--- config.mk ---
export PLATFORM = sky130hd
export DESIGN_NAME = real_mode_exception_check
export DESIGN_NICKNAME = d
export VERILOG_FILES = /design/src/rmx_pkg.sv /design/src/lock_form_check.sv /design/src/real_addr_gen.sv /design/src/real_mode_exception_check.sv
export SDC_FILE = /design/constraint.sdc
export NUM_CORES = 1
export LEC_CHECK = 0
export BUFFER_PORTS_ARGS = -buffer_cell sky130_fd_sc_hd__buf_2
export CAP_MARGIN = 20
export CORE_AREA = 2 2 154 156
export DETAILED_ROUTE_END_ITERATION = 12
export DIE_AREA = 0 0 156 158
export PLACE_DENSITY = 0.72
export SETUP_SLACK_MARGIN = 0.02
export SYNTH_ARGS = -nofsm -noshare
export SYNTH_HDL_FRONTEND = slang
export SYNTH_HIERARCHICAL = 1
export SYNTH_SLANG_ARGS = --single-unit
--- constraint.sdc ---
create_clock -name sys_clk -period 7.2 [get_ports sys_clk]
set_clock_uncertainty 0.1 [all_clocks]
set_input_delay 0.36 -clock sys_clk [delete_from_list [all_inputs] [get_ports sys_clk]]
set_output_delay 0.36 -clock sys_clk [all_outputs]
set_load 0.05 [all_outputs]
--- src/rmx_pkg.sv ---
// Function
// - Floating-point instruction with emulate or task-switched bit set raises vector 7.
// - Task-switched bit set also makes a wait instruction raise vector 7.
// - Numeric operand crossing its segment limit raises 13; FPU pointers stay unchanged.
// - Unmasked FPU error is recorded; next FPU or wait instruction raises 16.
// - No-wait init, clear, store status, store env, save never raise 16.
// - Reset or power-up starts the device in real mode.
// - Real mode defaults to 16-bit operands; 32 bits only by override prefix.
// - Bus-lock prefix on a form not permitted raises exception 6.
// - Lock allowed only on listed memory-destination forms, never on repeated strings.
// - Lock legality ignores I/O privilege level and current privilege level.
// - Real-mode physical address is segment shifted four plus offset, no paging.
// - Real mode limits memory to one megabyte; only A19-A2 active.
// - After reset, code cycles drive A31-A2 high until first far jump or call.
// - Data or fetch past offset FFFFH in real mode raises exception 13.
// - Real-mode stack reference past FFFFH raises 12, return before instruction.
// - Real-mode interrupt vector beyond table limit raises 8, return before instruction.
// - Exceptions 10, 11, 14 and 17 never occur in real mode.
// - Bytes 00000H-003FFH hold 256 four-byte interrupt vectors.
// - Halt stops execution and bus until NMI, enabled maskable request, or reset.
// - Shutdown on 8 or 13 beyond table limit, or odd stack pointer wrap.
// - NMI leaves shutdown only if limit at least 0017H and stack pointer over 0005H.
package rmx_pkg;
  localparam logic [1:0] OFS_CTRL = 2'h0;
  localparam logic [1:0] OFS_IDT_LIMIT = 2'h1;
  localparam logic [1:0] OFS_STATUS = 2'h2;
  localparam int CTRL_EM_BIT = 0;
  localparam int CTRL_TS_BIT = 1;
  localparam int CTRL_MP_BIT = 2;
  localparam logic [2:0] CTRL_RESET = 3'h0;
  localparam logic [15:0] IDT_LIMIT_RESET = 16'h03ff;
  localparam logic [7:0] VEC_INVALID_OP = 8'h06;
  localparam logic [7:0] VEC_NO_DEVICE = 8'h07;
  localparam logic [7:0] VEC_DOUBLE = 8'h08;
  localparam logic [7:0] VEC_STACK = 8'h0c;
  localparam logic [7:0] VEC_GENERAL = 8'h0d;
  localparam logic [7:0] VEC_FPU_ERR = 8'h10;
  localparam logic [31:0] SEG_LAST_OFS = 32'h0000_ffff;
  localparam logic [15:0] NMI_LIMIT_MIN = 16'h0017;
  localparam logic [15:0] NMI_SP_MIN = 16'h0005;
  localparam logic [20:0] VECTOR_AREA_END = 21'h00_03ff;

  typedef enum logic [2:0] {
    LK_NONE    = 3'b000,
    LK_BIT     = 3'b001,
    LK_EXCHANGE_OP    = 3'b010,
    LK_ALU     = 3'b011,
    LK_UNARY   = 3'b100,
    LK_CMPXADD = 3'b101
  } lock_class_t;

  typedef enum logic [1:0] {
    MK_CODE  = 2'b00,
    MK_DATA  = 2'b01,
    MK_STACK = 2'b10
  } mem_kind_t;

  typedef enum logic [1:0] {
    ST_RUN  = 2'b00,
    ST_HALT = 2'b01,
    ST_SHUT = 2'b10
  } run_state_t;

  typedef struct packed {
    logic        valid;
    logic        fpu;
    logic        wait_op;
    logic        nowait;
    logic        lock;
    lock_class_t lock_class;
    logic        mem_dest;
    logic        rep;
    logic        opsize_ovr;
    logic        addrsize_ovr;
    logic        far_xfer;
    logic        halt;
    logic        push_like;
    logic        soft_int;
    logic [7:0]  int_vec;
  } instr_t;

  typedef struct packed {
    logic        valid;
    mem_kind_t   kind;
    logic        numeric;
    logic [15:0] seg;
    logic [31:0] ea;
    logic [2:0]  size;
  } mem_ref_t;
endpackage

--- src/lock_form_check.sv ---
`timescale 1ns/1ns
module lock_form_check (
  input  rmx_pkg::lock_class_t lock_class,
  input  wire logic            mem_dest,
  input  wire logic            rep,
  output logic                 lock_ok
);
  // No privilege input: lock legality is purely a form check
  always_comb begin
    lock_ok = (lock_class != rmx_pkg::LK_NONE) && mem_dest && !rep;
  end
endmodule

--- src/real_addr_gen.sv ---
`timescale 1ns/1ns
module real_addr_gen (
  input  wire logic [15:0] seg,
  input  wire logic [31:0] ea,
  input  wire logic [2:0]  size,
  output logic      [20:0] phys,
  output logic             overrun
);
  logic [32:0] last_byte;

  always_comb begin
    phys = {1'b0, seg, 4'h0} + {5'h00, ea[15:0]};
    last_byte = {1'b0, ea} + {30'h0000_0000, size} - 33'h0_0000_0001;
    // Size zero counts as one byte
    overrun = (ea > rmx_pkg::SEG_LAST_OFS)
           || ((size != 3'h0) && (last_byte > {1'b0, rmx_pkg::SEG_LAST_OFS}));
  end
endmodule

--- src/real_mode_exception_check.sv ---
`timescale 1ns/1ns
module real_mode_exception_check (
  input  wire logic             sys_clk,
  input  wire logic             rst,
  input  wire logic [1:0]       reg_addr,
  input  wire logic [31:0]      reg_wdata,
  input  wire logic             reg_wr,
  input  wire logic             reg_rd,
  output logic      [31:0]      reg_rdata,
  input  rmx_pkg::instr_t       instr,
  input  rmx_pkg::mem_ref_t     mem,
  input  wire logic [15:0]      stack_pointer,
  input  wire logic             int_enable_flag,
  input  wire logic             nmi,
  input  wire logic             maskable_interrupt_request,
  input  wire logic             protect_enable,
  input  wire logic             fpu_err_report,
  input  wire logic [31:0]      fpu_err_ip,
  input  wire logic [31:0]      fpu_err_dp,
  input  wire logic             fpu_err_clear,
  input  wire logic [31:0]      instr_ip,
  output logic                  exc_valid,
  output logic      [7:0]       exc_vector,
  output logic                  exc_ret_next,
  output logic                  exc_pointer_ip,
  output logic                  shutdown_cycle,
  output logic                  halted,
  output logic                  in_shutdown,
  output logic                  wake,
  output logic                  real_mode,
  output logic                  op32,
  output logic                  addr32,
  output logic      [20:0]      phys_addr,
  output logic      [31:2]      addr_pins,
  output logic                  vector_area,
  output logic      [31:0]      fpu_ip,
  output logic      [31:0]      fpu_dp
);
  logic [2:0]  control_register_zero_q;
  logic [15:0] idt_limit_q;
  logic [31:0] rdata_q;
  logic        real_q;
  logic        cs_high_q;
  logic        pend_q;
  logic [31:0] ip_q;
  logic [31:0] dp_q;
  rmx_pkg::run_state_t state_q;
  rmx_pkg::run_state_t state_d;
  logic        exc_q;
  logic [7:0]  vec_q;
  logic        ret_next_q;
  logic        ptr_ip_q;
  logic        shut_cyc_q;
  logic        wake_q;
  logic        op32_q;
  logic        addr32_q;
  logic [20:0] phys_q;
  logic [31:2] pins_q;
  logic        vec_area_q;
  logic        lock_ok;
  logic [20:0] phys;
  logic        overrun;
  logic        raise;
  logic [7:0]  vec;
  logic        ret_next;
  logic        shut_req;
  logic        emulate_fpu_bit;
  logic        task_switched_bit;
  logic        nmi_ok;
  logic        far_taken;
  logic        halted_q;
  logic        in_shut_q;

  function automatic logic entry_beyond(input logic [7:0] v, input logic [15:0] lim);
    // Four-byte entries: last byte of entry v is 4v+3
    entry_beyond = {6'h00, v, 2'b11} > lim;
  endfunction

  assign emulate_fpu_bit = control_register_zero_q[rmx_pkg::CTRL_EM_BIT];
  assign task_switched_bit = control_register_zero_q[rmx_pkg::CTRL_TS_BIT];
  assign nmi_ok = (idt_limit_q >= rmx_pkg::NMI_LIMIT_MIN)
               && (stack_pointer > rmx_pkg::NMI_SP_MIN);
  assign far_taken = instr.valid && instr.far_xfer && state_q == rmx_pkg::ST_RUN;

  lock_form_check u_lock (
    .lock_class (instr.lock_class),
    .mem_dest   (instr.mem_dest),
    .rep        (instr.rep),
    .lock_ok    (lock_ok)
  );

  real_addr_gen u_addr (
    .seg     (mem.seg),
    .ea      (mem.ea),
    .size    (mem.size),
    .phys    (phys),
    .overrun (overrun)
  );

  // Register port
  always_ff @(posedge sys_clk) begin
    if (rst) begin
      control_register_zero_q <= rmx_pkg::CTRL_RESET;
      idt_limit_q <= rmx_pkg::IDT_LIMIT_RESET;
    end else if (reg_wr) begin
      if (reg_addr == rmx_pkg::OFS_CTRL)
        control_register_zero_q <= reg_wdata[2:0];
      if (reg_addr == rmx_pkg::OFS_IDT_LIMIT)
        idt_limit_q <= reg_wdata[15:0];
    end
  end

  always_ff @(posedge sys_clk) begin
    if (rst) begin
      rdata_q <= 32'h0000_0000;
    end else if (reg_rd) begin
      unique case (reg_addr)
        rmx_pkg::OFS_CTRL:      rdata_q <= {29'h0000_0000, control_register_zero_q};
        rmx_pkg::OFS_IDT_LIMIT: rdata_q <= {16'h0000, idt_limit_q};
        rmx_pkg::OFS_STATUS:    rdata_q <= {27'h000_0000, cs_high_q, pend_q,
                                            state_q == rmx_pkg::ST_SHUT,
                                            state_q == rmx_pkg::ST_HALT, real_q};
        default:                rdata_q <= 32'h0000_0000;
      endcase
    end else begin
      rdata_q <= 32'h0000_0000;
    end
  end

  // Mode and reset-vector window
  always_ff @(posedge sys_clk) begin
    if (rst) begin
      real_q <= 1'b1;
    end else if (protect_enable) begin
      real_q <= 1'b0;
    end
  end

  always_ff @(posedge sys_clk) begin
    if (rst) begin
      cs_high_q <= 1'b1;
    end else if (far_taken) begin
      cs_high_q <= 1'b0;
    end
  end

  // FPU error record; a new error wins over a clear in the same cycle
  always_ff @(posedge sys_clk) begin
    if (rst) begin
      pend_q <= 1'b0;
      ip_q <= 32'h0000_0000;
      dp_q <= 32'h0000_0000;
    end else if (fpu_err_report) begin
      pend_q <= 1'b1;
      ip_q <= fpu_err_ip;
      dp_q <= fpu_err_dp;
    end else if (fpu_err_clear) begin
      pend_q <= 1'b0;
    end
  end

  // Exception selection, fixed order of checks
  always_comb begin
    raise = 1'b0;
    vec = 8'h00;
    ret_next = 1'b0;
    shut_req = 1'b0;
    if (instr.valid && state_q == rmx_pkg::ST_RUN) begin
      if (instr.lock && !lock_ok) begin
        raise = 1'b1;
        vec = rmx_pkg::VEC_INVALID_OP;
      end else if (instr.wait_op && task_switched_bit) begin
        raise = 1'b1;
        vec = rmx_pkg::VEC_NO_DEVICE;
      end else if (instr.fpu && (emulate_fpu_bit || task_switched_bit)) begin
        raise = 1'b1;
        vec = rmx_pkg::VEC_NO_DEVICE;
      end else if ((instr.fpu || instr.wait_op) && !instr.nowait && pend_q) begin
        raise = 1'b1;
        vec = rmx_pkg::VEC_FPU_ERR;
      end else if (real_q && mem.valid && overrun) begin
        if (mem.kind == rmx_pkg::MK_STACK) begin
          // Odd pointer wrap cannot be restarted
          if (instr.push_like && stack_pointer[0])
            shut_req = 1'b1;
          else begin
            raise = 1'b1;
            vec = rmx_pkg::VEC_STACK;
          end
        end else begin
          raise = 1'b1;
          vec = rmx_pkg::VEC_GENERAL;
        end
      end else if (instr.soft_int) begin
        raise = 1'b1;
        vec = instr.int_vec;
        ret_next = 1'b1;
      end
      if (raise && real_q && entry_beyond(vec, idt_limit_q)) begin
        if (vec == rmx_pkg::VEC_DOUBLE || vec == rmx_pkg::VEC_GENERAL
            || entry_beyond(rmx_pkg::VEC_DOUBLE, idt_limit_q)) begin
          raise = 1'b0;
          shut_req = 1'b1;
        end else begin
          vec = rmx_pkg::VEC_DOUBLE;
          ret_next = 1'b0;
        end
      end
    end
  end

  always_ff @(posedge sys_clk) begin
    if (rst) begin
      exc_q <= 1'b0;
      vec_q <= 8'h00;
      ret_next_q <= 1'b0;
      ptr_ip_q <= 1'b0;
    end else begin
      exc_q <= raise;
      vec_q <= vec;
      ret_next_q <= ret_next;
      ptr_ip_q <= raise && (vec == rmx_pkg::VEC_FPU_ERR);
    end
  end

  // Halt and shutdown
  always_comb begin
    state_d = state_q;
    unique case (state_q)
      rmx_pkg::ST_RUN: begin
        if (shut_req)
          state_d = rmx_pkg::ST_SHUT;
        else if (instr.valid && instr.halt && !raise)
          state_d = rmx_pkg::ST_HALT;
      end
      rmx_pkg::ST_HALT: begin
        if (nmi || (maskable_interrupt_request && int_enable_flag))
          state_d = rmx_pkg::ST_RUN;
      end
      rmx_pkg::ST_SHUT: begin
        if (nmi && nmi_ok)
          state_d = rmx_pkg::ST_RUN;
      end
      default: state_d = rmx_pkg::ST_RUN;
    endcase
  end

  always_ff @(posedge sys_clk) begin
    if (rst) begin
      state_q <= rmx_pkg::ST_RUN;
      halted_q <= 1'b0;
      in_shut_q <= 1'b0;
      wake_q <= 1'b0;
      shut_cyc_q <= 1'b0;
    end else begin
      state_q <= state_d;
      halted_q <= (state_d == rmx_pkg::ST_HALT);
      in_shut_q <= (state_d == rmx_pkg::ST_SHUT);
      wake_q <= (state_q != rmx_pkg::ST_RUN) && (state_d == rmx_pkg::ST_RUN);
      // Entry, or a refused NMI, each issue one shutdown cycle
      shut_cyc_q <= (state_q == rmx_pkg::ST_RUN && shut_req)
                 || (state_q == rmx_pkg::ST_SHUT && nmi && !nmi_ok);
    end
  end

  // Sizes and address pins
  always_ff @(posedge sys_clk) begin
    if (rst) begin
      op32_q <= 1'b0;
      addr32_q <= 1'b0;
      phys_q <= 21'h00_0000;
      pins_q <= 30'h0000_0000;
      vec_area_q <= 1'b0;
    end else begin
      if (instr.valid) begin
        op32_q <= instr.opsize_ovr;
        addr32_q <= instr.addrsize_ovr;
      end
      if (mem.valid) begin
        phys_q <= phys;
        vec_area_q <= real_q && (phys <= rmx_pkg::VECTOR_AREA_END);
        if (cs_high_q && !far_taken && mem.kind == rmx_pkg::MK_CODE)
          pins_q <= 30'h3fff_ffff;
        else if (real_q)
          pins_q <= {12'h000, phys[19:2]};
        else
          pins_q <= mem.ea[31:2];
      end else if (far_taken && real_q) begin
        // Closing the window must not leave stale high lines above A19
        pins_q <= {12'h000, pins_q[19:2]};
      end
    end
  end

  assign reg_rdata = rdata_q;
  assign exc_valid = exc_q;
  assign exc_vector = vec_q;
  assign exc_ret_next = ret_next_q;
  assign exc_pointer_ip = ptr_ip_q;
  assign shutdown_cycle = shut_cyc_q;
  assign halted = halted_q;
  assign in_shutdown = in_shut_q;
  assign wake = wake_q;
  assign real_mode = real_q;
  assign op32 = op32_q;
  assign addr32 = addr32_q;
  assign phys_addr = phys_q;
  assign addr_pins = pins_q;
  assign vector_area = vec_area_q;
  assign fpu_ip = ip_q;
  assign fpu_dp = dp_q;
endmodule

# After elaboration in Yosys (flattened, before gate mapping)

Index checks and enable logic that the tools add are counted.

Flip-flop bits (word level): 189
Input bits: 235
Output and inout port bits: 166
Word-level logic and storage cells: 154

Add/sub/neg operators: 3
$lt $le $gt $ge: 7
Equality and inequality tests: 10
Mux-type cells: 53
Bitwise logic cells: 2
Reductions and logical operators: 56

Operators by type and width:

| operator                | count |
|---|---|
| $mux W30                | 4 |
| $mux W8                 | 11 |
| $pmux W16 S3            | 1 |
| $add A32 B3 Y33         | 1 |
| $gt A33 B16 Y1 const B  | 1 |
| $sub A33 B1 Y33 const B | 1 |
| $gt A32 B16 Y1 const B  | 1 |
| $mux W1                 | 31 |
| $logic_and A1 B1 Y1     | 30 |
| $add A20 B16 Y21        | 1 |
| $le A21 B10 Y1 const B  | 1 |
| $eq A8 B4 Y1 const B    | 2 |
| $ge A16 B5 Y1 const B   | 1 |
| $gt A10 B16 Y1          | 1 |
| $gt A16 B3 Y1 const B   | 1 |
| $gt A6 B16 Y1 const A   | 1 |
| $eq A2 B2 Y1 const B    | 4 |
| $eq A8 B5 Y1 const B    | 1 |
| $logic_not A2 Y1        | 4 |
| $mux W2                 | 4 |
| $logic_or A1 B1 Y1      | 7 |
| $eq A2 B1 Y1 const B    | 3 |
| $logic_not A1 Y1        | 6 |
| $pmux W2 S3             | 1 |
| 6 further kinds         | 12 |

# Longest topological paths before layout

Gate-level depths: netlist (run 1).

Word-level depth: 25
Depth in mapped cells: 25
Depth with buffers taken out: 25

# By module

Netlist (run 1), hierarchy kept.

By module, submodules not included:

| module                    | times used | cells an instance | area each (um^2) | seq. area each (um^2) |
|---|---|---|---|---|
| real_mode_exception_check | 1          | 745               | 7,075.5          | 3,463.3 |
| real_addr_gen             | 1          | 390               | 2,728.9          | 0.0 |
| lock_form_check           | 1          | 2                 | 22.5             | 0.0 |

# Worst setup path before layout (run 1)

No wires, ideal clock.

Path type: input to register
From: input mem[1] (netlist name)
To: register ret_next_q, in the netlist exc_ret_next
Setup time: 0.139 ns
Data arrival time: 5.073 ns
Required time: 6.961 ns
Slack: 1.889 ns
Stages on the path: 25
Buffers on the path: 0
Cell sequence: inv_1 > ha_1 > inv_1 > ha_1 > fa_1 > a21oi_1 > a2bb2oi_1 > a211oi_1 > a31o_2 > a21boi_0 > a2111oi_4 > o2111ai_1 > nor4_2 > o2111ai_1 > o31a_1 > nand3_2 > and2_1 > and3_1 > and2_1 > ha_1 > nand4_1 > nor4_1 > or4_4 > a2111oi_4 > nor3b_1

Longest elaborated chain between the ends: 17
Elaborated cells on any way between the ends: 33
Classes of those cells: add/sub (2); order compare (2); eq/ne (2); mux (19); reduce/logical (8)

RTL lines:

| what                                                    | RTL line                         | source |
|---|---|---|
| from (decl)                                             | real_mode_exception_check.sv:11  | `input rmx_pkg::mem_ref_t mem,` |
| $add A32 B3 Y33                                         | real_addr_gen.sv:13              | `last_byte = {1'b0, ea} + {30'h0000_0000, size} - 33'h0_0000_0001;` |
| $sub A33 B1 Y33                                         | real_addr_gen.sv:13              |  |
| $gt A33 B16 Y1                                          | real_addr_gen.sv:16              | `\|\| ((size != 3'h0) && (last_byte > {1'b0, rmx_pkg::SEG_LAST_OFS}));` |
| $logic_and A1 B1 Y1 *                                   | real_addr_gen.sv:16              |  |
| $logic_or A1 B1 Y1 *                                    | real_addr_gen.sv:16              |  |
| net overrun                                             | real_mode_exception_check.sv:62  | `logic overrun;` |
| $logic_and A1 B1 Y1 *                                   | real_mode_exception_check.sv:181 | `end else if (real_q && mem.valid && overrun) begin` |
| branches (longest 10 deep; another with $gt A10 B16 Y1) | --                               |  |
| $mux W1 *                                               | real_mode_exception_check.sv:199 | `if (raise && real_q && entry_beyond(vec, idt_limit_q)) begin` |
| to (signal assigned)                                    | real_mode_exception_check.sv:221 | `ret_next_q <= ret_next;` |
| to (decl)                                               | real_mode_exception_check.sv:51  | `logic ret_next_q;` |

Mark *: on every way through the listed nets, which the timed path passes. The select of a mux whose other input is x is not followed.
A chain may end at the register's enable or synchronous reset.

# Worst setup path after layout (run 1)

From: input mem[4] (netlist name)
To: register vec_q[5], in the netlist exc_vector[5]

Longest elaborated chain between the ends: 18
Elaborated cells on any way between the ends: 29
Classes of those cells: add/sub (2); order compare (3); eq/ne (2); mux (15); reduce/logical (7)

RTL lines:

| what                                                    | RTL line                         | source |
|---|---|---|
| $add A32 B3 Y33                                         | real_addr_gen.sv:13              |  |
| $sub A33 B1 Y33                                         | real_addr_gen.sv:13              |  |
| $gt A33 B16 Y1                                          | real_addr_gen.sv:16              |  |
| $logic_and A1 B1 Y1                                     | real_addr_gen.sv:16              |  |
| $logic_or A1 B1 Y1 *                                    | real_addr_gen.sv:16              |  |
| net overrun                                             | real_mode_exception_check.sv:62  |  |
| $logic_and A1 B1 Y1 *                                   | real_mode_exception_check.sv:181 |  |
| branches (longest 10 deep; another with $gt A10 B16 Y1) | --                               |  |
| $mux W8 *                                               | real_mode_exception_check.sv:199 |  |
| $mux W8 *                                               | real_mode_exception_check.sv:168 | `if (instr.valid && state_q == rmx_pkg::ST_RUN) begin` |
| to (signal assigned)                                    | real_mode_exception_check.sv:220 | `vec_q <= vec;` |
| to (decl)                                               | real_mode_exception_check.sv:50  | `logic [7:0] vec_q;` |

Marked as above.

==> results by group, run 1 <==
Outcome
  – Run status: completed

Clocking
  – TritonCTS clock tree: done
  – Clock Sinks: 173
  – CTS resizes: 0
  – CTS Buffer Depth: 2
  – Num CTS Buffers: 17
  – Clock transition at path regs: 0.07 ns
  – Clock root cell: clkbuf_16
  – H-Tree Depth: 4
  – Setup Buffers After CTS: 0
  – Post-CTS Hold Buffers: 0
  – Worst-skew pair later-pin latency: 0.42 ns

Worst setup path
  – Worst setup EP type: register
  – Worst r2r src: control_register_zero_q[0]
  – Critical path launch point type: input pin
  – Worst Path Arrival: 6.17 ns
  – RR Endpoint: exc_vector[5]
  – Highest-delay cell along the critical path: a2111oi_4
  – CP Buf/Inv Count: 3
  – R2r worst-path depth: 9
  – Critical Path RT: 7.38 ns
  – Critical path class: in2reg
  – Most numerous cell on the critical path: ha_1
  – CP max FO: 9
  – Cell family with most CP delay: compound AO/OA/AOI/OAI gates
  – Max incr delay on CP: 0.53 ns
  – Reg2Reg Setup Slack: 3.95 ns

Placement
  – Area after DPL: 0.0116 mm2
  – DP HPWL: 24000 um
  – Placed cell count: 1715
  – GPL Wtd Cong: 0.971
  – I/O Buffers: 335

STA
  – Worst Hold Slack: 0.0449 ns
  – Fin crit share: 83.2%
  – Hold violation count in the final report: 0
  – RSZ-0062 raised after global routing: no
  – Worst rel slew slack: 28.0%
  – Fin Setup TNS: 0 ns
  – Max-slew violation count: 0
  – FMAX: 167 MHz
  – Worst Max-Slew Pin Slew: 1.08 ns
  – Min cycle time layout: 5.99 ns
  – Final setup viols: 0

Synthesis
  – Seq/Total Area, Yosys: 35.2%
  – Syn avg cell area: 8.64 um2
  – Post-synth top area share: 35.2%
  – Ys async rst share: 0%
  – Ys flop type: dfxtp_1
  – Post-Synthesis Cells: 1137
  – Syn Std Cell Area: 0.00983 mm2
  – Unique masters post-synth: 81
  – YS warnings: 6
  – Synth area leaders: dfxtp_1 35%, mux2i_1 12%, ha_1 8.9%
  – Post-synth EDFFs: 0
  – Register bit total from synthesis: 173
  – Cell taking the most area after synthesis: dfxtp_1

Power and ir drop
  – Worst VDD drop: 0.132 mV
  – Switching part of the total: 36.3%
  – Logic gate share of total power: 27.2%
  – P_int: 1.72 mW
  – Clock network power share: 34.1%
  – Sequential Power Share: 38.6%
  – P_sw: 980 uW
  – Lkg Pwr: 6.21 nW
  – PwrDens: 221 mW/mm2

Drt
  – TritonRoute pass-1 iters: 5
  – Via-to-Cell Ratio: 5.32
  – Initial DRC Count: 669
  – Routed len/inst: 17.4 um
  – Residual DRC: 0
  – Post-route ant nets: 0
  – Via Count: 9292
  – Final WL: 30400 um

Die
  – DIE HEIGHT: 158 um
  – CORE AREA: 0.0231 mm2
  – # IOs: 401
  – FP Rows: 56
  – Die width: 156 um
  – Die area: 0.0246 mm2
  – Initial Util: 42.6%

Finish
  – Fill count: 2208
  – Share of cells above drive strength 1: 27.4%
  – Area growth syn-to-layout: 24.4%
  – Design area: 0.0122 mm2
  – Fin nets: 1751
  – ANT cells: 0
  – Non-filler cells, final: 1747

GRT
  – Global route overflow: 0
  – Vias in the first global route: 8588
  – First-pass GRT wire length: 45500 um
  – GRT Overall Usage: 23.6%
  – Largest net degree at the start of global routing: 81
  – Initial antenna violation count: 0

Hold path
  – WHS Endpoint: real_mode
  – Worst hold stages: 2
  – Hold crit path type: in2reg
  – Hold_sp: protect_enable

Flow run
  – Max cap viols: 0
cells in the final DEF, fill, tap and decap left out, drive strengths merged, types with 8 or more instances in the layout:
cell    synthesis  routed
a211o          10      10
a21o           14      14
a21oi          51      51
a22oi          14      14
a311oi         19      19
a31oi          10      10
and2           18      18
and3            8       8
buf            32     340
clkbuf         35      17
conb            1      16
dfxtp         173     173
ha             70      70
inv            79      88
mux2i         115     115
nand2          56      56
nand2b         17      17
nand3          18      18
nand4          16      16
nor2          171     171
nor2b          17      17
nor3           15      15
nor3b          11      11
nor4           15      15
o21ai          41      41
xnor2          11      11
cells by family after synthesis:
logic type               synth area share (%)
other                                  0.0382
flip-flops                               35.2
AO/OA/AOI/OAI                            16.1
buffers and inverters                    6.37
XOR/XNOR                                 1.60
AND/OR/NAND/NOR                          19.4
multiplexers                             11.9
adder cells (fa/ha/maj)                  9.32
sequential cells by signal, summed over array words and instances (netlist names), 2 cells and up:
signal and flops:
control_register_zero_q 3, phys_addr 21, exc_vector 8, fpu_dp 32
fpu_ip 32, addr_pins 30, idt_limit_q 16, reg_rdata 16
state_q 2
synth_stat cells (all sizes together) (3+ instances only):
master / instances
o21a: 3
nand2b: 17
and3: 8
or3: 4
a31oi: 10
clkbuf: 35
ha: 70
nor4: 15
mux2i: 115
inv: 79
a31o: 3
o31ai: 7
dfxtp: 173
or2: 4
a21oi: 51
a21o: 14
a2111oi: 7
buf: 32
o21bai: 6
nor2b: 17
a211o: 10
nand3: 18
or4: 3
nand4: 16
and2: 18
o2111ai: 5
a22oi: 14
a21boi: 3
o221ai: 4
o21ai: 41
nor2: 171
a311oi: 19
nor3b: 11
a211oi: 6
xor2: 7
nand3b: 5
nand2: 56
xnor2: 11
nor3: 15
cell type report:
type	count	area (um2)	share of cell area, %
Tap cell	290	363	2.97
Clock inverter	15	166	1.36
Inverter	79	297	2.42
Clock buffer	17	425	3.48
Sequential cell	173	3460	28.3
Multi-Input combinational cell	833	5790	47.4
Timing Repair Buffer	340	1720	14.1
metrics by stage:
| step | setup slack, ns | power, mW | util, % |
|---|---|---|---|
| after floorplan | 1.89 | 1.59 | - |
| after global placement | 0.948 | 1.78 | 50.5 |
| after detailed placement | 0.873 | 1.79 | 50.5 |
| after CTS | 1.30 | 2.72 | 53.1 |
| after global routing | 0.825 | 2.83 | 53.1 |
| final | 1.21 | 2.70 | 53.1 |
per-layer routing:
layer  share of wire (%)  vias up  global-route usage (%)
li1                    -     4611                       -
met1                  43     4334                    30.3
met2                  48      303                    39.4
met3                 6.6       44                    5.47
met4                 2.6        0                    7.56
met5                   0        -                       0
worst max path at each step:
stage                     startpoint            end  slack [ns]  cells past startpoint
after detailed placement      mem[4]  exc_vector[5]        0.87                     26
after CTS                     mem[4]  exc_vector[5]        1.30                     26
after global routing          mem[4]  exc_vector[5]        0.83                     26
after global placement        mem[4]  exc_vector[5]        0.95                     26
after floorplan               mem[1]   exc_ret_next        1.89                     25
final                         mem[4]  exc_vector[5]        1.21                     26
worst register-to-register path: cells and delay by family, from the launching register on:
| family | cells | cell delay (ns) |
|---|---|---|
| AOI/OAI and AO/OA | 4 | 1.56 |
| DFF | 1 | 0.33 |
| and+or+nand+nor | 4 | 0.83 |
| adders and majority gates | 1 | 0.30 |
power by group through the flow:
stage          sequential, mW  combinational, mW  clock, mW
5_1_grt                  1.05              0.792      0.985
2_1_floorplan            1.23              0.353          0
6_report                 1.04              0.735      0.920
3_3_place_gp             1.06              0.721          0
4_1_cts                  1.04              0.731      0.943
3_5_place_dp             1.06              0.728          0
(Power assumes the default switching activity.)
==> inputs of run 2 (changes only) <==
Clock period 7.2 ns to 5.6 ns, I/O delays scaled along.
==> results by group, run 2 (synthesized netlist as in run 1, its figures left out) <==
Outcome
  – Run status: completed (unchanged)

STA
  – FMAX: 185 MHz
  – Hold violation count in the final report: 0 (unchanged)
  – Final worst setup slack: 0.197 ns (was 1.21 ns)
  – Min cycle time layout: 5.40 ns
  – Final setup viols: 0 (unchanged)
  – Fin crit share: 96.5%
  – Worst Max-Slew Pin Slew: 1.09 ns (was 1.08 ns)
  – Worst rel slew slack: 27.5% (was 28.0%)
  – Max-slew violation count: 0 (unchanged)
  – RSZ-0062 raised after global routing: no (unchanged)

Hold path
  – Worst hold stages: 3 (was 2)
  – Hold crit path type: in2reg (unchanged)
  – Hold_sp: fpu_err_ip[7] (was protect_enable)
  – WHS Endpoint: fpu_ip[7] (was real_mode)

Worst setup path
  – Highest-delay cell along the critical path: or4_4 (was a2111oi_4)
  – Reg2Reg Setup Slack: 2.59 ns (was 3.95 ns)
  – Critical path launch point type: input pin (unchanged)
  – Critical Path RT: 5.80 ns (was 7.38 ns)
  – Max incr delay on CP: 0.44 ns (was 0.53 ns)
  – Worst Path Arrival: 5.60 ns (was 6.17 ns)
  – R2r worst-path depth: 11 (was 9)
  – RR Endpoint: exc_vector[6] (was exc_vector[5])
  – Stages on worst setup path: 25 (was 26)
  – CP Buf/Inv Count: 4 (was 3)
  – Critical path class: in2reg (unchanged)
  – Cell family with most CP delay: simple AND/OR/NAND/NOR gates (was compound AO/OA/AOI/OAI gates)
  – Worst setup EP type: register (unchanged)
  – CP max FO: 8 (was 9)
  – Worst r2r src: control_register_zero_q[0] (unchanged)

Power and ir drop
  – P_int: 2.28 mW (was 1.72 mW)
  – Logic gate share of total power: 29.2% (was 27.2%)
  – P_sw: 1.31 mW (was 980 uW)
  – Sequential Power Share: 37.5% (was 38.6%)
  – Clock network power share: 33.3% (was 34.1%)
  – Lkg Pwr: 6.71 nW (was 6.21 nW)
  – PwrDens: 267 mW/mm2 (was 221 mW/mm2)
  – Power consumption: 3.58 mW (was 2.70 mW)
  – Switching part of the total: 36.4% (was 36.3%)
  – Worst VDD drop: 0.174 mV (was 0.132 mV)

Die
  – FP Rows: 56 (unchanged)
  – CORE AREA: 0.0231 mm2 (unchanged)
  – DIE HEIGHT: 158 um (unchanged)
  – # IOs: 401 (unchanged)
  – Initial Util: 42.6% (unchanged)
  – Die width: 156 um (unchanged)
  – Die area: 0.0246 mm2 (unchanged)

Clocking
  – CTS Buffer Depth: 2 (unchanged)
  – Clock transition at path regs: 0.07 ns (about the same)
  – Worst-skew pair later-pin latency: 0.43 ns (was 0.42 ns)
  – Clock root cell: clkbuf_16 (unchanged)
  – TritonCTS clock tree: done (unchanged)
  – H-Tree Depth: 4 (unchanged)
  – Num CTS Buffers: 17 (unchanged)
  – Clock Sinks: 173 (unchanged)

Finish
  – Fin nets: 1861 (was 1751)
  – Design area: 0.0134 mm2 (was 0.0122 mm2)
  – Most frequent cells in the layout: 333 x buf_2, 172 x dfxtp_1, 171 x nor2_1 (unchanged)
  – Area growth syn-to-layout: 36.4% (was 24.4%)
  – Share of cells above drive strength 1: 30.0% (was 27.4%)
  – Most common cell after layout, fill and taps aside: buf_2 (unchanged)

Placement
  – DP HPWL: 24700 um (was 24000 um)
  – Place WS: -0.295 ns (was 0.873 ns)
  – GPL Wtd Cong: 0.965 (was 0.971)
  – I/O Buffers: 335 (unchanged)
  – Area after DPL: 0.0119 mm2 (was 0.0116 mm2)

Drt
  – Via Count: 9842 (was 9292)
  – Residual DRC: 0 (unchanged)
  – Initial DRC Count: 801 (was 669)
  – Post-route ant nets: 0 (unchanged)
  – Via-to-Cell Ratio: 5.29 (was 5.32)
  – TritonRoute pass-1 iters: 5 (unchanged)
  – Final WL: 33100 um (was 30400 um)
  – Routed len/inst: 17.8 um (was 17.4 um)

GRT
  – Met1 usage: 31.3% (was 30.3%)
  – GRT busiest layer: met2 (unchanged)
  – Met2 usage: 44.0% (was 39.4%)
  – Global route overflow: 0 (unchanged)
  – First-pass GRT wire length: 49000 um (was 45500 um)
  – Met3 Use GR: 5.75% (was 5.47%)
  – GRT Overall Usage: 25.4% (was 23.6%)
  – Largest net degree at the start of global routing: 79 (was 81)
  – Initial antenna violation count: 1 (was 0)
  – Vias in the first global route: 9253 (was 8588)

Flow run
  – Max cap viols: 0 (unchanged)
run 2: cell count changes in the layout (fill, tap and decap cells not counted), sizes merged:
cell / before / now
buf: 340 / 380
diode: 0 / 2
dlygate4sd3: 0 / 70
run 2: worst register-to-register path: stages, from the launching register on:
cell and delay, ns:
dfxtp_1 0.33, a21oi_1 0.36, o22a_1 0.28, and3_4 0.23, and2_4 0.14, ha_1 0.23
nand4_1 0.11, nor4_1 0.07, or4_4 0.44, a2111oi_4 0.32, buf_4 0.21, nor3b_1 0.06
run 2: stage by stage:
stage	hold WS [ns]	std cells	TNS (ns)	util (%)
6_report	0.00787	1859	0	58.1
5_1_grt	0.00796	1858	0	58.1
4_1_cts	0.00119	1855	0	57.4
3_5_place_dp	0.368	1753	-3.18	51.8
3_3_place_gp	0.353	1753	-1.86	51.8
2_1_floorplan	0.271	1152	0	-
run 2: power by group through the flow:
stage                     registers (mW)  logic, mW  clock network [mW]
after floorplan                     1.59      0.454                   0
after global placement              1.37      0.962                   0
after detailed placement            1.37      0.969                   0
after CTS                           1.34       1.01                1.21
after global routing                1.35       1.12                1.26
final                               1.34       1.05                1.19
run 2: cell type report:
cell class | instances | area, um2
Fill cell | 2016 | 9650
Antenna cell | 2 | 5.00
Timing Repair Buffer | 450 | 2730
Clock buffer | 17 | 425
Sequential cell | 173 | 3460
Tap cell | 290 | 363
Multi-Input combinational cell | 833 | 5950
Inverter | 79 | 297
Clock inverter | 15 | 166
run 2: per-layer routing:
layer  wire length, um  vias to the layer above  share of wire, %
met5                 0                        -                 0
met4               785                        0               2.4
met3              2180                       59               6.6
met2             16200                      376                49
met1             13900                     4582                42
li1                  -                     4825                 -
run 2: how the worst max path moves through the flow:
| stage | slack, ns | end | start |
|---|---|---|---|
| finish | 0.20 | exc_vector[6] | mem[27] |
| global route | 0.02 | exc_vector[6] | mem[4] |
| CTS | 0.14 | exc_vector[6] | mem[4] |
| detailed placement | -0.30 | exc_vector[6] | mem[4] |
| global placement | -0.19 | exc_ret_next | mem[4] |
| floorplan | 0.37 | exc_ret_next | mem[1] |
run 2: repair_timing:
action,4_1_cts,5_1_grt
buffers inserted,0,2
hold buffers,70,0
endpoints found under the setup margin,0,14
endpoints found under the hold margin,70,0
gates resized for setup,0,37
==> inputs of run 3 (changes only) <==
Settings changed: CTS_CLUSTER_SIZE set to 25.
Clock period 5.6 ns to 5.55 ns, I/O delays scaled along.
==> results by group, run 3 (synthesized netlist as in run 1, its figures left out) <==
GRT
  – Initial antenna violation count: 1 (unchanged)
  – GRT Overall Usage: 25.5% (was 25.4%)
  – Global route overflow: 0 (unchanged)
  – Vias in the first global route: 9277 (was 9253)
  – Largest net degree at the start of global routing: 91 (was 79)
  – First-pass GRT wire length: 49100 um (was 49000 um)

Drt
  – Residual DRC: 0 (unchanged)
  – Via-to-Cell Ratio: 5.35 (was 5.29)
  – Final WL: 33400 um (was 33100 um)
  – TritonRoute pass-1 iters: 5 (unchanged)
  – Routed len/inst: 17.9 um (was 17.8 um)
  – Post-route ant nets: 0 (unchanged)
  – Initial DRC Count: 805 (was 801)
  – Via Count: 9985 (was 9842)

Worst setup path
  – Critical Path RT: 5.74 ns (was 5.80 ns)
  – Critical path launch point type: input pin (unchanged)
  – Cell family with most CP delay: compound AO/OA/AOI/OAI gates (was simple AND/OR/NAND/NOR gates)
  – Highest-delay cell along the critical path: or4_4 (unchanged)
  – Worst setup EP type: register (unchanged)
  – Critical path class: in2reg (unchanged)
  – Worst r2r src: pend_q (was control_register_zero_q[0])
  – Worst Path Arrival: 5.48 ns (was 5.60 ns)
  – Max incr delay on CP: 0.44 ns (about the same)
  – CP Buf/Inv Count: 5 (was 4)
  – Worst Setup SP: mem[4] (was mem[27])
  – CP max FO: 8 (unchanged)

Finish
  – Area of the multi-input gates: 0.00590 mm2 (was 0.00595 mm2)
  – Most frequent cells in the layout: 333 x buf_2, 172 x dfxtp_1, 171 x nor2_1 (unchanged)
  – Area growth syn-to-layout: 36.8% (was 36.4%)
  – Share of cells above drive strength 1: 29.4% (was 30.0%)
  – Fill count: 2000 (was 2016)
  – Most common cell after layout, fill and taps aside: buf_2 (unchanged)
  – Register Area: 0.00346 mm2 (unchanged)
  – Fin nets: 1870 (was 1861)
  – Non-filler cells, final: 1868 (was 1859)

Power and ir drop
  – Worst VDD drop: 0.184 mV (was 0.174 mV)
  – Switching part of the total: 36.3% (was 36.4%)
  – Clock network power share: 33.4% (was 33.3%)
  – P_sw: 1.32 mW (was 1.31 mW)
  – P_int: 2.31 mW (was 2.28 mW)
  – Logic gate share of total power: 29.2% (about the same)
  – PwrDens: 270 mW/mm2 (was 267 mW/mm2)
  – Sequential Power Share: 37.4% (was 37.5%)
  – Lkg Pwr: 6.75 nW (was 6.71 nW)

STA
  – Worst Max-Slew Pin Slew: 1.10 ns (was 1.09 ns)
  – Final worst setup slack: 0.258 ns (was 0.197 ns)
  – Max-slew violation count: 0 (unchanged)
  – Min cycle time layout: 5.29 ns
  – Final setup viols: 0 (unchanged)
  – Fin crit share: 95.4%
  – Worst Hold Slack: 0.00258 ns (was 0.00787 ns)
  – FMAX: 189 MHz
  – Hold violation count in the final report: 0 (unchanged)
  – Worst rel slew slack: 26.6% (was 27.5%)

Placement
  – Place WS: -0.342 ns (was -0.295 ns)
  – I/O Buffers: 335 (unchanged)
  – Placed cell count: 1755 (was 1753)
  – GPL Wtd Cong: 0.960 (was 0.965)
  – DP HPWL: 25000 um (was 24700 um)

Die
  – CORE AREA: 0.0231 mm2 (unchanged)
  – FP Rows: 56 (unchanged)
  – # IOs: 401 (unchanged)
  – Initial Util: 42.6% (unchanged)
  – Die area: 0.0246 mm2 (unchanged)
  – DIE HEIGHT: 158 um (unchanged)
  – Die width: 156 um (unchanged)

Clocking
  – Clock root cell: clkbuf_16 (unchanged)
  – Clock Sinks: 173 (unchanged)
  – Clock transition at path regs: 0.07 ns (about the same)
  – Num CTS Buffers: 17 (unchanged)
  – Worst-skew pair later-pin latency: 0.43 ns (about the same)
  – CTS Buffer Depth: 2 (unchanged)
  – TritonCTS clock tree: done (unchanged)
  – H-Tree Depth: 4 (unchanged)

Hold path
  – Hold_sp: fpu_err_dp[11] (was fpu_err_ip[7])
  – Hold crit path type: in2reg (unchanged)

Flow run
  – Max cap viols: 0 (unchanged)

Outcome
  – Run status: completed (unchanged)
## run 3: changes by cell type in the layout (fill, tap and decap cells not counted), moves of 2 or more
cell,previous run,this run
and2_1,14,17
buf_4,46,50
a21oi_1,43,45
o21ai_1,1,4
a21oi_2,7,5
clkinv_8,3,5
dlygate4sd3_1,70,75
ha_2,6,3
o21ai_0,37,35
and2_4,3,0
ha_1,62,66
## run 3: metrics by stage
stage	utilization [%]	instance area [um2]	setup TNS [ns]	total power, mW
after floorplan	-	9880	0	2.06
after global placement	51.8	11900	-1.55	2.35
after detailed placement	51.8	11900	-3.62	2.36
after CTS	57.7	13300	0	3.62
after global routing	58.3	13400	-0.0272	3.78
final	58.3	13400	0	3.63
## run 3: power groups by stage
stage | clock network, mW | registers (mW) | logic [mW]
after floorplan | 0 | 1.60 | 0.458
after detailed placement | 0 | 1.38 | 0.982
after CTS | 1.24 | 1.35 | 1.03
after global routing | 1.28 | 1.36 | 1.13
after global placement | 0 | 1.38 | 0.972
final | 1.21 | 1.35 | 1.06
## run 3: repair_timing
item | CTS | global route
hold buffers | 75 | 0
gates resized for setup | 0 | 28
setup endpoints to repair | 0 | 14
setup buffers | 0 | 4
hold endpoints to repair | 75 | 0
## run 3: final timing paths
path	slack (ns)	endpoint	cells after the start
hold / removal	0.003	fpu_dp[11]	3
hold reg to reg	0.37	idt_limit_q[15]	2
setup reg to reg	2.57	exc_ret_next	11
setup / recovery	0.26	exc_ret_next	27
## run 3: layer usage
layer  GRT usage [%]  share of wire (%)  wire, um  vias to the layer above
li1                -                  -         -                     4848
met2            43.1                 49     16300                      383
met5               0                  0         0                        -
met3            5.37                6.5      2160                       48
met1            32.8                 43     14300                     4706
met4            7.43                1.9       637                        0
## run 3: cell type report
| class | instances | area share, % |
|---|---|---|
| inverters | 79 | 2.21 |
| multi-input cells | 833 | 43.9 |
| repair buffers | 459 | 20.9 |
| diodes | 2 | 0.0372 |
| flip-flops and latches | 173 | 25.8 |
| clock inverters | 14 | 1.25 |
| well taps | 290 | 2.70 |
| clock buffers | 18 | 3.27 |
## run 3: tightest hold or removal path, delay by kind of cell
family / cells / cell delay, ns
buf+inv: 1 / 0.08
mux: 1 / 0.06
simple gates: 1 / 0.08
